**config.mk**
```make
export PLATFORM = sky130hd
export DESIGN_NAME = nvmac_ctrl
export DESIGN_NICKNAME = d
export VERILOG_FILES = /design/src/rtl/nvmac_pkg.sv /design/src/rtl/nvmac_mem.sv /design/src/rtl/nvmac_ctrl.sv
export SDC_FILE = /design/constraint.sdc
export NUM_CORES = 2
export LEC_CHECK = 0
export BUFFER_PORTS_ARGS = -buffer_cell sky130_fd_sc_hd__buf_2
export CELL_PAD_IN_SITES_DETAIL_PLACEMENT = 1
export CELL_PAD_IN_SITES_GLOBAL_PLACEMENT = 1
export CORE_MARGIN = 1
export CORE_UTILIZATION = 38
export DETAILED_ROUTE_END_ITERATION = 7
export PLACE_DENSITY = 0.7
export RECOVER_POWER = 100
export SYNTH_ARGS = -nofsm -noshare
export SYNTH_HDL_FRONTEND = slang
export SYNTH_HIERARCHICAL = 1
export SYNTH_SLANG_ARGS = --single-unit
```
**constraint.sdc**
```tcl
create_clock -name clk_in -period 10.4 [get_ports clk_in]
set_clock_uncertainty 0.05 [all_clocks]
set_input_delay 2.08 -clock clk_in [delete_from_list [all_inputs] [get_ports clk_in]]
set_output_delay 2.08 -clock clk_in [all_outputs]
set_load 0.005 [all_outputs]
```
**src/rtl/nvmac_pkg.sv**
```systemverilog
// Purpose: shared constants and carrier types of the nvm access block
// Assumes: 8-bit i/o register port from the cpu core
// Notes: offsets are i/o addresses; data-space view adds the data offset
package nvmac_pkg;
  // register offsets (i/o view)
  localparam logic [5:0] NVMAC_OFS_CONTROL = 6'h1c;
  localparam logic [5:0] NVMAC_OFS_DATA = 6'h1d;
  localparam logic [5:0] NVMAC_OFS_ADDR_LOW = 6'h1e;
  localparam logic [5:0] NVMAC_OFS_ADDR_HIGH = 6'h1f;
  localparam logic [6:0] NVMAC_DATA_SPACE_OFS = 7'h20;
  localparam logic [5:0] NVMAC_BIT_ACCESS_TOP = 6'h1f;
  // control field positions
  localparam int NVMAC_BIT_READ = 0;
  localparam int NVMAC_BIT_PROG = 1;
  localparam int NVMAC_BIT_MASTER = 2;
  localparam int NVMAC_BIT_RDY_IE = 3;
  localparam int NVMAC_BIT_MODE_LO = 4;
  localparam int NVMAC_BIT_MODE_HI = 5;
  // reset values
  localparam logic [7:0] NVMAC_DATA_RESET = 8'h00;
  localparam logic [1:0] NVMAC_MODE_RESET = 2'h0;
  // programming modes
  typedef enum logic [1:0] {
    NVMAC_MODE_ATOMIC = 2'b00,
    NVMAC_MODE_ERASE = 2'b01,
    NVMAC_MODE_WRITE = 2'b10,
    NVMAC_MODE_RSVD = 2'b11
  } nvmac_mode_t;
  // timing
  localparam int NVMAC_CLK_HZ = 25000000;
  localparam int NVMAC_ATOMIC_US = 3400;
  localparam int NVMAC_SPLIT_US = 1800;
  localparam int NVMAC_ATOMIC_CYC = NVMAC_ATOMIC_US * (NVMAC_CLK_HZ / 1000000);
  localparam int NVMAC_SPLIT_CYC = NVMAC_SPLIT_US * (NVMAC_CLK_HZ / 1000000);
  localparam logic [2:0] NVMAC_MASTER_CYC = 3'h4;
  localparam logic [2:0] NVMAC_PROG_STALL = 3'h2;
  localparam logic [2:0] NVMAC_READ_STALL = 3'h4;
  // cpu i/o access carrier
  typedef struct packed {
    logic wr;
    logic rd;
    logic bit_op;
    logic [2:0] bit_sel;
    logic [6:0] addr;
    logic [7:0] wdata;
  } nvmac_io_req_t;
  // memory port carrier
  typedef struct packed {
    logic rd;
    logic erase;
    logic wr;
    logic [8:0] addr;
    logic [7:0] wdata;
  } nvmac_mem_req_t;
endpackage : nvmac_pkg

```
**src/rtl/nvmac_mem.sv**
```systemverilog
// Purpose: byte-wide data memory array behind the access control
// Assumes: single port, one operation per cycle
// Notes: read data is registered; erase leaves bytes at all ones
module nvmac_mem #(
  parameter int DEPTH = 512
) (
  // clock
  input wire logic clk_in,
  // request
  input wire nvmac_pkg::nvmac_mem_req_t req_in,
  // read data
  output logic [7:0] rdata_out
);
  import nvmac_pkg::*;
  localparam int AW = $clog2(DEPTH);
  logic [7:0] mem [DEPTH];
  always_ff @(posedge clk_in) begin
    if (req_in.erase && req_in.wr) begin
      mem[req_in.addr[AW-1:0]] <= req_in.wdata;
    end else if (req_in.erase) begin
      mem[req_in.addr[AW-1:0]] <= 8'hff;
    end else if (req_in.wr) begin
      // write only can clear bits, never set them
      mem[req_in.addr[AW-1:0]] <= mem[req_in.addr[AW-1:0]] & req_in.wdata;
    end
    if (req_in.rd) begin
      rdata_out <= mem[req_in.addr[AW-1:0]];
    end
  end
endmodule : nvmac_mem

```
**src/rtl/nvmac_ctrl.sv**
```systemverilog
// Purpose: i/o register control of the on-chip byte-wide data memory
// Assumes: cpu core drives one i/o access per cycle, honours stall_out
// Notes: one clock; program time counted in system clock cycles
//
// Summary of operation
// - mode 00 atomic, 01 erase, 10 write
// - mode field frozen while programming
// - reset clears mode unless programming
// - ready interrupt level while enabled and idle
// - program flag within four cycles of master
// - program flag ignored without master enable
// - master enable self-clears after four cycles
// - program flag held until time elapses
// - program trigger stalls cpu two cycles
// - read strobe fetches byte immediately
// - read strobe stalls cpu four cycles, two when program triggers in same write
// - reads and address writes refused while busy
// - data register is write source, read sink
// - high address bits 7..1 read zero
// - linear address; small variant bit 7 zero
// - address register undefined after reset
// - control bits 7 and 6 read zero
// - data-space view adds 0x20
// - bit set/clear touches only addressed bit
// - reset lets running programming finish
module nvmac_ctrl #(
  parameter int MEM_BYTES = 512,
  parameter int ATOMIC_CYC = nvmac_pkg::NVMAC_ATOMIC_CYC,
  parameter int SPLIT_CYC = nvmac_pkg::NVMAC_SPLIT_CYC
) (
  // clock and reset
  input wire logic clk_in,
  input wire logic resetn_in,
  // cpu i/o access
  input wire nvmac_pkg::nvmac_io_req_t io_in,
  output logic [7:0] io_rdata_out,
  output logic io_hit_out,
  output logic stall_out,
  // interrupt
  input wire logic global_irq_enable_in,
  output logic ready_irq_out,
  // status
  output logic busy_out
);
  import nvmac_pkg::*;

  localparam int AW = 9;
  localparam logic [8:0] ADDR_MASK = 9'((MEM_BYTES > 256) ? 9'h1ff : (MEM_BYTES > 128) ? 9'h0ff : 9'h07f);
  localparam logic [21:0] ATOMIC_N = 22'(ATOMIC_CYC);
  localparam logic [21:0] SPLIT_N = 22'(SPLIT_CYC);

  typedef struct packed {
    logic rdy_ie;
    logic master;
    logic [2:0] master_cnt;
    logic [7:0] data;
    logic [2:0] stall_cnt;
    logic rd_pend;
    logic [7:0] rdata;
    logic hit;
  } nvmac_state_t;

  // mode and busy timer live apart: the timer, and the mode while programming, ride through reset, so no async clear
  typedef struct packed {
    logic [1:0] mode;
    logic prog;
    logic [21:0] prog_cnt;
  } nvmac_keep_t;

  nvmac_state_t state;
  nvmac_state_t next_state;
  nvmac_keep_t keep;
  nvmac_keep_t next_keep;
  // power-up only: gives the busy timer a known start
  logic prog_init = 1'b1;
  logic [AW-1:0] addr;
  logic [AW-1:0] next_addr;
  logic [7:0] mem_rdata;
  nvmac_mem_req_t mem_req;

  // decoded access
  logic [5:0] io_ofs;
  logic in_range;
  logic [7:0] ctrl_rd;
  logic [7:0] cur;
  logic [7:0] wval;
  logic trig_prog;
  logic trig_read;

  always_comb begin
    if (io_in.addr >= NVMAC_DATA_SPACE_OFS) begin
      io_ofs = 6'(io_in.addr - NVMAC_DATA_SPACE_OFS);
      // data view covers i/o 0x00..0x3f only; above 0x5f is not i/o
      in_range = !(io_in.addr[6] && io_in.addr[5]);
    end else begin
      io_ofs = io_in.addr[5:0];
      in_range = 1'b1;
    end
  end

  // control readback with zero top bits
  assign ctrl_rd = {2'b00, keep.mode, state.rdy_ie, state.master, keep.prog, 1'b0};

  always_comb begin
    unique case (io_ofs)
      NVMAC_OFS_CONTROL: cur = ctrl_rd;
      NVMAC_OFS_DATA: cur = state.data;
      NVMAC_OFS_ADDR_LOW: cur = 8'(addr & ADDR_MASK);
      NVMAC_OFS_ADDR_HIGH: cur = {7'h00, addr[8] & ADDR_MASK[8]};
      default: cur = 8'h00;
    endcase
  end

  // bit op merges one bit into current value
  always_comb begin
    wval = io_in.wdata;
    if (io_in.bit_op && io_ofs <= NVMAC_BIT_ACCESS_TOP) begin
      wval = cur;
      wval[io_in.bit_sel] = io_in.wdata[0];
    end
  end

  logic wr_ctrl;
  logic wr_data;
  logic wr_al;
  logic wr_ah;
  // one write strobe per register; other offsets take nothing
  always_comb begin
    wr_ctrl = 1'b0;
    wr_data = 1'b0;
    wr_al = 1'b0;
    wr_ah = 1'b0;
    if (io_in.wr && in_range) begin
      unique case (io_ofs)
        NVMAC_OFS_CONTROL: wr_ctrl = 1'b1;
        NVMAC_OFS_DATA: wr_data = 1'b1;
        NVMAC_OFS_ADDR_LOW: wr_al = 1'b1;
        NVMAC_OFS_ADDR_HIGH: wr_ah = 1'b1;
        default: wr_ctrl = 1'b0;
      endcase
    end
  end

  // program trigger only inside the master window; read trigger needs only idle
  assign trig_prog = wr_ctrl && wval[NVMAC_BIT_PROG] && state.master && !keep.prog;
  assign trig_read = wr_ctrl && wval[NVMAC_BIT_READ] && !keep.prog;

  always_comb begin
    next_state = state;
    // only the four registers of this block answer a read
    next_state.hit = io_in.rd && in_range && (io_ofs[5:2] == NVMAC_OFS_CONTROL[5:2]);
    if (io_in.rd && in_range) begin
      next_state.rdata = cur;
    end
    if (state.stall_cnt != 3'h0) begin
      next_state.stall_cnt = 3'(state.stall_cnt - 3'h1);
    end
    if (state.master) begin
      if (state.master_cnt == 3'h1) begin
        next_state.master = 1'b0;
        next_state.master_cnt = 3'h0;
      end else begin
        next_state.master_cnt = 3'(state.master_cnt - 3'h1);
      end
    end
    if (wr_ctrl) begin
      next_state.rdy_ie = wval[NVMAC_BIT_RDY_IE];
      if (wval[NVMAC_BIT_MASTER] && !state.master) begin
        next_state.master = 1'b1;
        next_state.master_cnt = NVMAC_MASTER_CYC;
      end
    end
    if (wr_data) begin
      next_state.data = wval;
    end
    // read result lands in data register
    if (state.rd_pend) begin
      next_state.data = mem_rdata;
      next_state.rd_pend = 1'b0;
    end
    if (trig_read) begin
      next_state.rd_pend = 1'b1;
      next_state.stall_cnt = NVMAC_READ_STALL;
    end
    if (trig_prog) begin
      next_state.master = 1'b0;
      next_state.master_cnt = 3'h0;
      next_state.stall_cnt = NVMAC_PROG_STALL;
    end
  end

  // busy timer and mode; while reset is low only the timer runs on
  always_comb begin
    next_keep = keep;
    if (keep.prog) begin
      if (keep.prog_cnt <= 22'h1) begin
        next_keep.prog = 1'b0;
        next_keep.prog_cnt = 22'h0;
      end else begin
        next_keep.prog_cnt = 22'(keep.prog_cnt - 22'h1);
      end
    end
    if (!resetn_in) begin
      // mode back to 00 unless still programming
      if (!keep.prog) begin
        next_keep.mode = NVMAC_MODE_RESET;
      end
    end else begin
      if (wr_ctrl && !keep.prog) begin
        next_keep.mode = wval[NVMAC_BIT_MODE_HI:NVMAC_BIT_MODE_LO];
      end
      if (trig_prog) begin
        next_keep.prog = 1'b1;
        // time per mode; reserved code holds busy one cycle only
        unique case (nvmac_mode_t'(keep.mode))
          NVMAC_MODE_ATOMIC: next_keep.prog_cnt = ATOMIC_N;
          NVMAC_MODE_ERASE: next_keep.prog_cnt = SPLIT_N;
          NVMAC_MODE_WRITE: next_keep.prog_cnt = SPLIT_N;
          NVMAC_MODE_RSVD: next_keep.prog_cnt = 22'h1;
        endcase
      end
    end
  end

  // memory request; commit happens at trigger, timer models busy time
  always_comb begin
    mem_req = '0;
    mem_req.addr = addr & ADDR_MASK;
    mem_req.wdata = state.data;
    mem_req.rd = trig_read;
    if (trig_prog) begin
      unique case (nvmac_mode_t'(keep.mode))
        NVMAC_MODE_ATOMIC: begin
          mem_req.erase = 1'b1;
          mem_req.wr = 1'b1;
        end
        NVMAC_MODE_ERASE: mem_req.erase = 1'b1;
        NVMAC_MODE_WRITE: mem_req.wr = 1'b1;
        NVMAC_MODE_RSVD: mem_req.wr = 1'b0;
      endcase
    end
  end

  // address has no reset; frozen while busy
  always_comb begin
    next_addr = addr;
    if (!keep.prog) begin
      if (wr_al) begin
        next_addr[7:0] = wval;
      end
      if (wr_ah) begin
        next_addr[8] = wval[0];
      end
    end
  end

  always_ff @(posedge clk_in) begin
    addr <= next_addr;
  end

  // interrupt enable, master bit, data and halt clear at once on reset; mode is not in this block
  always_ff @(posedge clk_in or negedge resetn_in) begin
    if (!resetn_in) begin
      state.rdy_ie <= 1'b0;
      state.master <= 1'b0;
      state.master_cnt <= 3'h0;
      state.data <= NVMAC_DATA_RESET;
      state.stall_cnt <= 3'h0;
      state.rd_pend <= 1'b0;
      state.rdata <= 8'h00;
      state.hit <= 1'b0;
    end else begin
      state.rdy_ie <= next_state.rdy_ie;
      state.master <= next_state.master;
      state.master_cnt <= next_state.master_cnt;
      state.data <= next_state.data;
      state.stall_cnt <= next_state.stall_cnt;
      state.rd_pend <= next_state.rd_pend;
      state.rdata <= next_state.rdata;
      state.hit <= next_state.hit;
    end
  end

  // running program finishes across reset
  // no async clear here: an aborted program would leave the byte half-written
  always_ff @(posedge clk_in) begin
    if (prog_init) begin
      keep.mode <= NVMAC_MODE_RESET;
      keep.prog <= 1'b0;
      keep.prog_cnt <= 22'h0;
    end else begin
      keep <= next_keep;
    end
  end

  // power-up: busy timer starts cleared at first edge
  always_ff @(posedge clk_in) begin
    prog_init <= 1'b0;
  end

  nvmac_mem #(
    .DEPTH(MEM_BYTES)
  ) u_mem (
    .clk_in(clk_in),
    .req_in(mem_req),
    .rdata_out(mem_rdata)
  );

  assign io_rdata_out = state.rdata;
  assign io_hit_out = state.hit;
  assign stall_out = (state.stall_cnt != 3'h0);
  assign busy_out = keep.prog;
  assign ready_irq_out = state.rdy_ie && global_irq_enable_in && !keep.prog;
endmodule : nvmac_ctrl

```
==> qor.tcl <==
set qor(share_of_synthesized_registers_carrying_an_async_set_or_reset) 0.006244
set qor(grtUsageTotal) 0.2172
set qor(cts.reportedPaths.clkPinSlew_ps) 60
set qor(synth_largest_type_area_fraction) 0.7602
set qor(maxClockFrequency_mhz) 108.0
set qor(ys_seq_elements) 4164
set qor(area_growth_from_synthesis_to_layout_pct) 12.14
set qor(syn_avg_cell_area_sq_um) 20.50
set qor(coreArea_sq_um) 424600
set qor(cts_root_buffer) {clkbuf_16}
set qor(overflow_after_grt) 0
set qor(drive_gt1_frac) 0.2134
set qor(io_pins) 36
set qor(first_global_vias) 85713
set qor(cts.repair.resized) 0
set qor(netlist_top_cells_area) {edfxtp_1 76%, mux4_2 12%, mux2i_1 1.8%, nor2_1 1.4%, nand4_1 0.59%}
set qor(vdd_drop_max_uv) 134.7
set qor(intPower_w) 0.02778
set qor(share_of_power_burned_in_the_clock_network) 0.416
set qor(antenna_found_initial) 33
set qor(cpMaxStageDelayCell) {clkbuf_1}
set qor(cp_top_family) {buffers and inverters}
set qor(slowest_delay_ps) 2660
set qor(wl_per_cell_um) 33.99
set qor(edff_count_synth) 4115
set qor(synth_largest_area_cell) {edfxtp_1}
set qor(crit-reg2reg-capture) {u_mem/mem[195][3]$_DFFE_PP_}
set qor(dpl-instance-area_sq_um) 169200
set qor(worst_max_slew_margin_expressed_relative_to_the_limit) -1.967
set qor(power.static_leakage_nw) 56.17
set qor(worst_setup_path_startpoint) {io_in[15]}
set qor(worst-path-stages) 11
set qor(final_nets) 8065
set qor(final_period_minus_worst_setup_slack_ps) 9255
set qor(failed_checks) {capacitance limit, slew limit}
set qor(worstReg2RegStart) {addr[0]$_DFFE_PP_}
set qor(grt_start_max_net_pins) 179
set qor(antenna_left) 0
set qor(status) {finished, violations left}
set qor(global_route_wire_length_before_repair_um) 672600
set qor(rr_worst_depth) 12
set qor(ys.warnings.count) 6
set qor(final_hold_viol_count) 0
set qor(die-area_sq_um) 430400
set qor(fp.dieH_um) 656.0
set qor(floorplan.initialDensity) 0.3828
set qor(top_cells_by_count_synth) {4115 x edfxtp_1, 891 x mux4_2, 594 x nor2_1}
set qor(dp_hpwl_um) 297000
set qor(worstSetupEndpointType) {flop}
set qor(primary_ff_master_synth) {edfxtp_1}
set qor(min-delay-path-class) {reg -> reg}
set qor(post_cts_hold_buffer_count) 0
set qor(cts_max_level) 5
set qor(worst_setup_path_start_kind) {input port}
set qor(ys_seq_area_frac) 0.7671
set qor(route.detailed.drc) 0
set qor(grt_setup_unrepaired) {no}
set qor(pwr-share-seq) 0.544
set qor(final.setup.tns_ps) 0
set qor(finalWirelength_um) 477500
set qor(cap_viol_max_count) 40
set qor(power_switching_w) 0.007695
set qor(synth_most_common_cell) {edfxtp_1}
set qor(power.share.combinational) 0.040
set qor(report.final.slew_viol_count) 1177
set qor(share_of_the_cycle_needed_by_the_critical_path_after_routing) 0.8899
set qor(drc_marker_count_from_the_first_detailed_route_iteration) 11689
set qor(crit_path_cell_trace) {clkbuf_1 -> inv_1 -> o311ai_0 -> o21ai_0 -> and4_1 -> o21a_1 -> nor2_1 -> nor3b_1 -> nand2_1 -> clkbuf_1 -> nor2_1}
set qor(crit_path_max_fanout) 21
set qor(die-width_um) 656.0
set qor(number_of_buffers_created_by_cts) 412
set qor(routed-via-count) 84308
set qor(setup_viol_count_final) 0
set qor(detail_route.vias_per_cell) 6.002
set qor(r2r_setup_slack_ps) 1370
set qor(input_output_buffers) 35
set qor(synth.net_count) 7965
set qor(max_slew.worst_pin.slew_ps) 4450
set qor(cp-endpoint) {u_mem/mem[254][1]$_DFFE_PP_}
set qor(fin_area_sq_um) 182300
set qor(pwrdens_nw_per_um2) 194.6
set qor(numClockSinks) 4164
set qor(globalplace.congestion) 0.9025
set qor(power.switching_fraction) 0.2169
set qor(worst_endpoint_required_time_ps) 10800
set qor(critical_path_arrival_ps) 9650
set qor(clock_latency_ps) 990
set qor(firstDrtPassIters) 6
set qor(critical_path_buf_inv_count) 3
set qor(filler_cell_count) 39760
set qor(buffers_inserted_by_post_cts_timing_repair) 0
set qor(clock_tree.buffer_depth) 4
set qor(synthesis.area_sq_um) 162500
set qor(synthesis.instances) 7930
set qor(synth_cell_types) 96
set qor(cts_tree) {yes}
set qor(floorplan.rows) 239
set qor(worst-setup-path-type) {in -> reg}
[worst register-to-register path: stages (launching register included)]
cell and delay (ps):
edfxtp_1 450, buf_12 360, buf_12 500, clkbuf_1 1740, mux4_2 670, nand3_1 160, nand3_1 110, o21ai_0 920
o2111ai_1 510, a211oi_1 1130, nand3_1 450, o221a_4 560, clkbuf_1 800
[placed cells by master, fill, tap and decap left out, types with 31 or more instances in the layout]
master and n:
clkbuf_1 99, bufinv_16 41, nand4_1 153, o21ai_0 64
edfxtp_1 4115, nand3_1 102, a31oi_1 65, a221oi_1 89
mux2i_1 293, a21oi_1 73, clkinv_2 76, nor2_1 591
a22oi_1 103, buf_4 117, nand2_1 160, a211oi_1 32
clkinv_1 96, o22ai_1 93, a22o_1 51, mux2_2 55
buf_12 41, mux4_2 891, clkbuf_16 416, nor4_1 31
[through the flow]
| stage | instances | total power, W | hold slack [ps] | utilization | setup WS (ps) |
|---|---|---|---|---|---|
| after floorplan | 7930 | 0.02044 | 379.7 | - | 1704 |
| after global placement | 13278 | 0.02098 | 400.6 | 0.3985 | 2553 |
| after detailed placement | 13278 | 0.02107 | 428.0 | 0.3985 | 2512 |
| after CTS | 14031 | 0.03566 | 436.9 | 0.4298 | 2849 |
| after global routing | 14033 | 0.03625 | 454.8 | 0.4292 | 1125 |
| final | 14046 | 0.03548 | 438.6 | 0.4292 | 1145 |
[worst min-delay path by stage]
stage,start,end,slack [ps],cells after the start
after floorplan,u_mem/rdata_out[0]$_DFFE_PP_,mem_req[0]$_DFFE_PN0P_,380,2
after global placement,keep[4]$_DFF_P_,keep[4]$_DFF_P_,400,2
after detailed placement,u_mem/rdata_out[0]$_DFFE_PP_,mem_req[0]$_DFFE_PN0P_,430,2
after CTS,u_mem/rdata_out[0]$_DFFE_PP_,mem_req[0]$_DFFE_PN0P_,440,2
after global routing,u_mem/rdata_out[0]$_DFFE_PP_,mem_req[0]$_DFFE_PN0P_,450,2
final,u_mem/rdata_out[0]$_DFFE_PP_,mem_req[0]$_DFFE_PN0P_,440,2
[power by group through the flow]
stage	sequential (W)	clock, W	combinational, W
2_1_floorplan	0.0198	0	0.000600
3_3_place_gp	0.0196	0	0.00137
3_5_place_dp	0.0196	0	0.00145
4_1_cts	0.0193	0.0150	0.00145
5_1_grt	0.0193	0.0155	0.00151
6_report	0.0193	0.0148	0.00143
[state kept, by name, indices dropped and copies added (netlist names)]
name,flops
u_mem/mem,4096
keep,22
addr,9
io_rdata_out,8
mem_req,8
u_mem/rdata_out,8
state,7
ctrl_rd,4
busy_out,1
io_hit_out,1
[cells by family (layout without fill, tap and decap cells)]
logic type,Yosys count,in the layout,share of synthesized area
xor+xnor,19,19,0.001024
fa+ha+maj,11,11,0.0008467
buf+inv,557,996,0.01802
other cells,0,14,0
flops,4164,4164,0.7671
compound gates,697,697,0.03118
simple gates,1242,1242,0.03649
mux,1240,1240,0.1454
[routing by layer]
| layer | routed length [um] | vias up | track usage |
|---|---|---|---|
| met5 | 162 | - | 0 |
| met4 | 21530 | 24 | 0.08716 |
| met3 | 50030 | 959 | 0.05134 |
| met2 | 221200 | 4962 | 0.3410 |
| met1 | 184600 | 45039 | 0.2930 |
| li1 | - | 33324 | - |
[final cells by class]
cell class                      count  area (sq um)  area share
Clock inverter                    268          2601     0.01427
Tap cell                         5663          7086     0.03887
Timing Repair Buffer              219          1969     0.01080
Multi-Input combinational cell   3209         35130      0.1928
Clock buffer                      485         10670     0.05853
Sequential cell                  4164        124700      0.6840
Inverter                           24         97.59   0.0005354
Antenna cell                       14         35.03   0.0001922
Note: power is estimated with default switching activity, not from simulation.
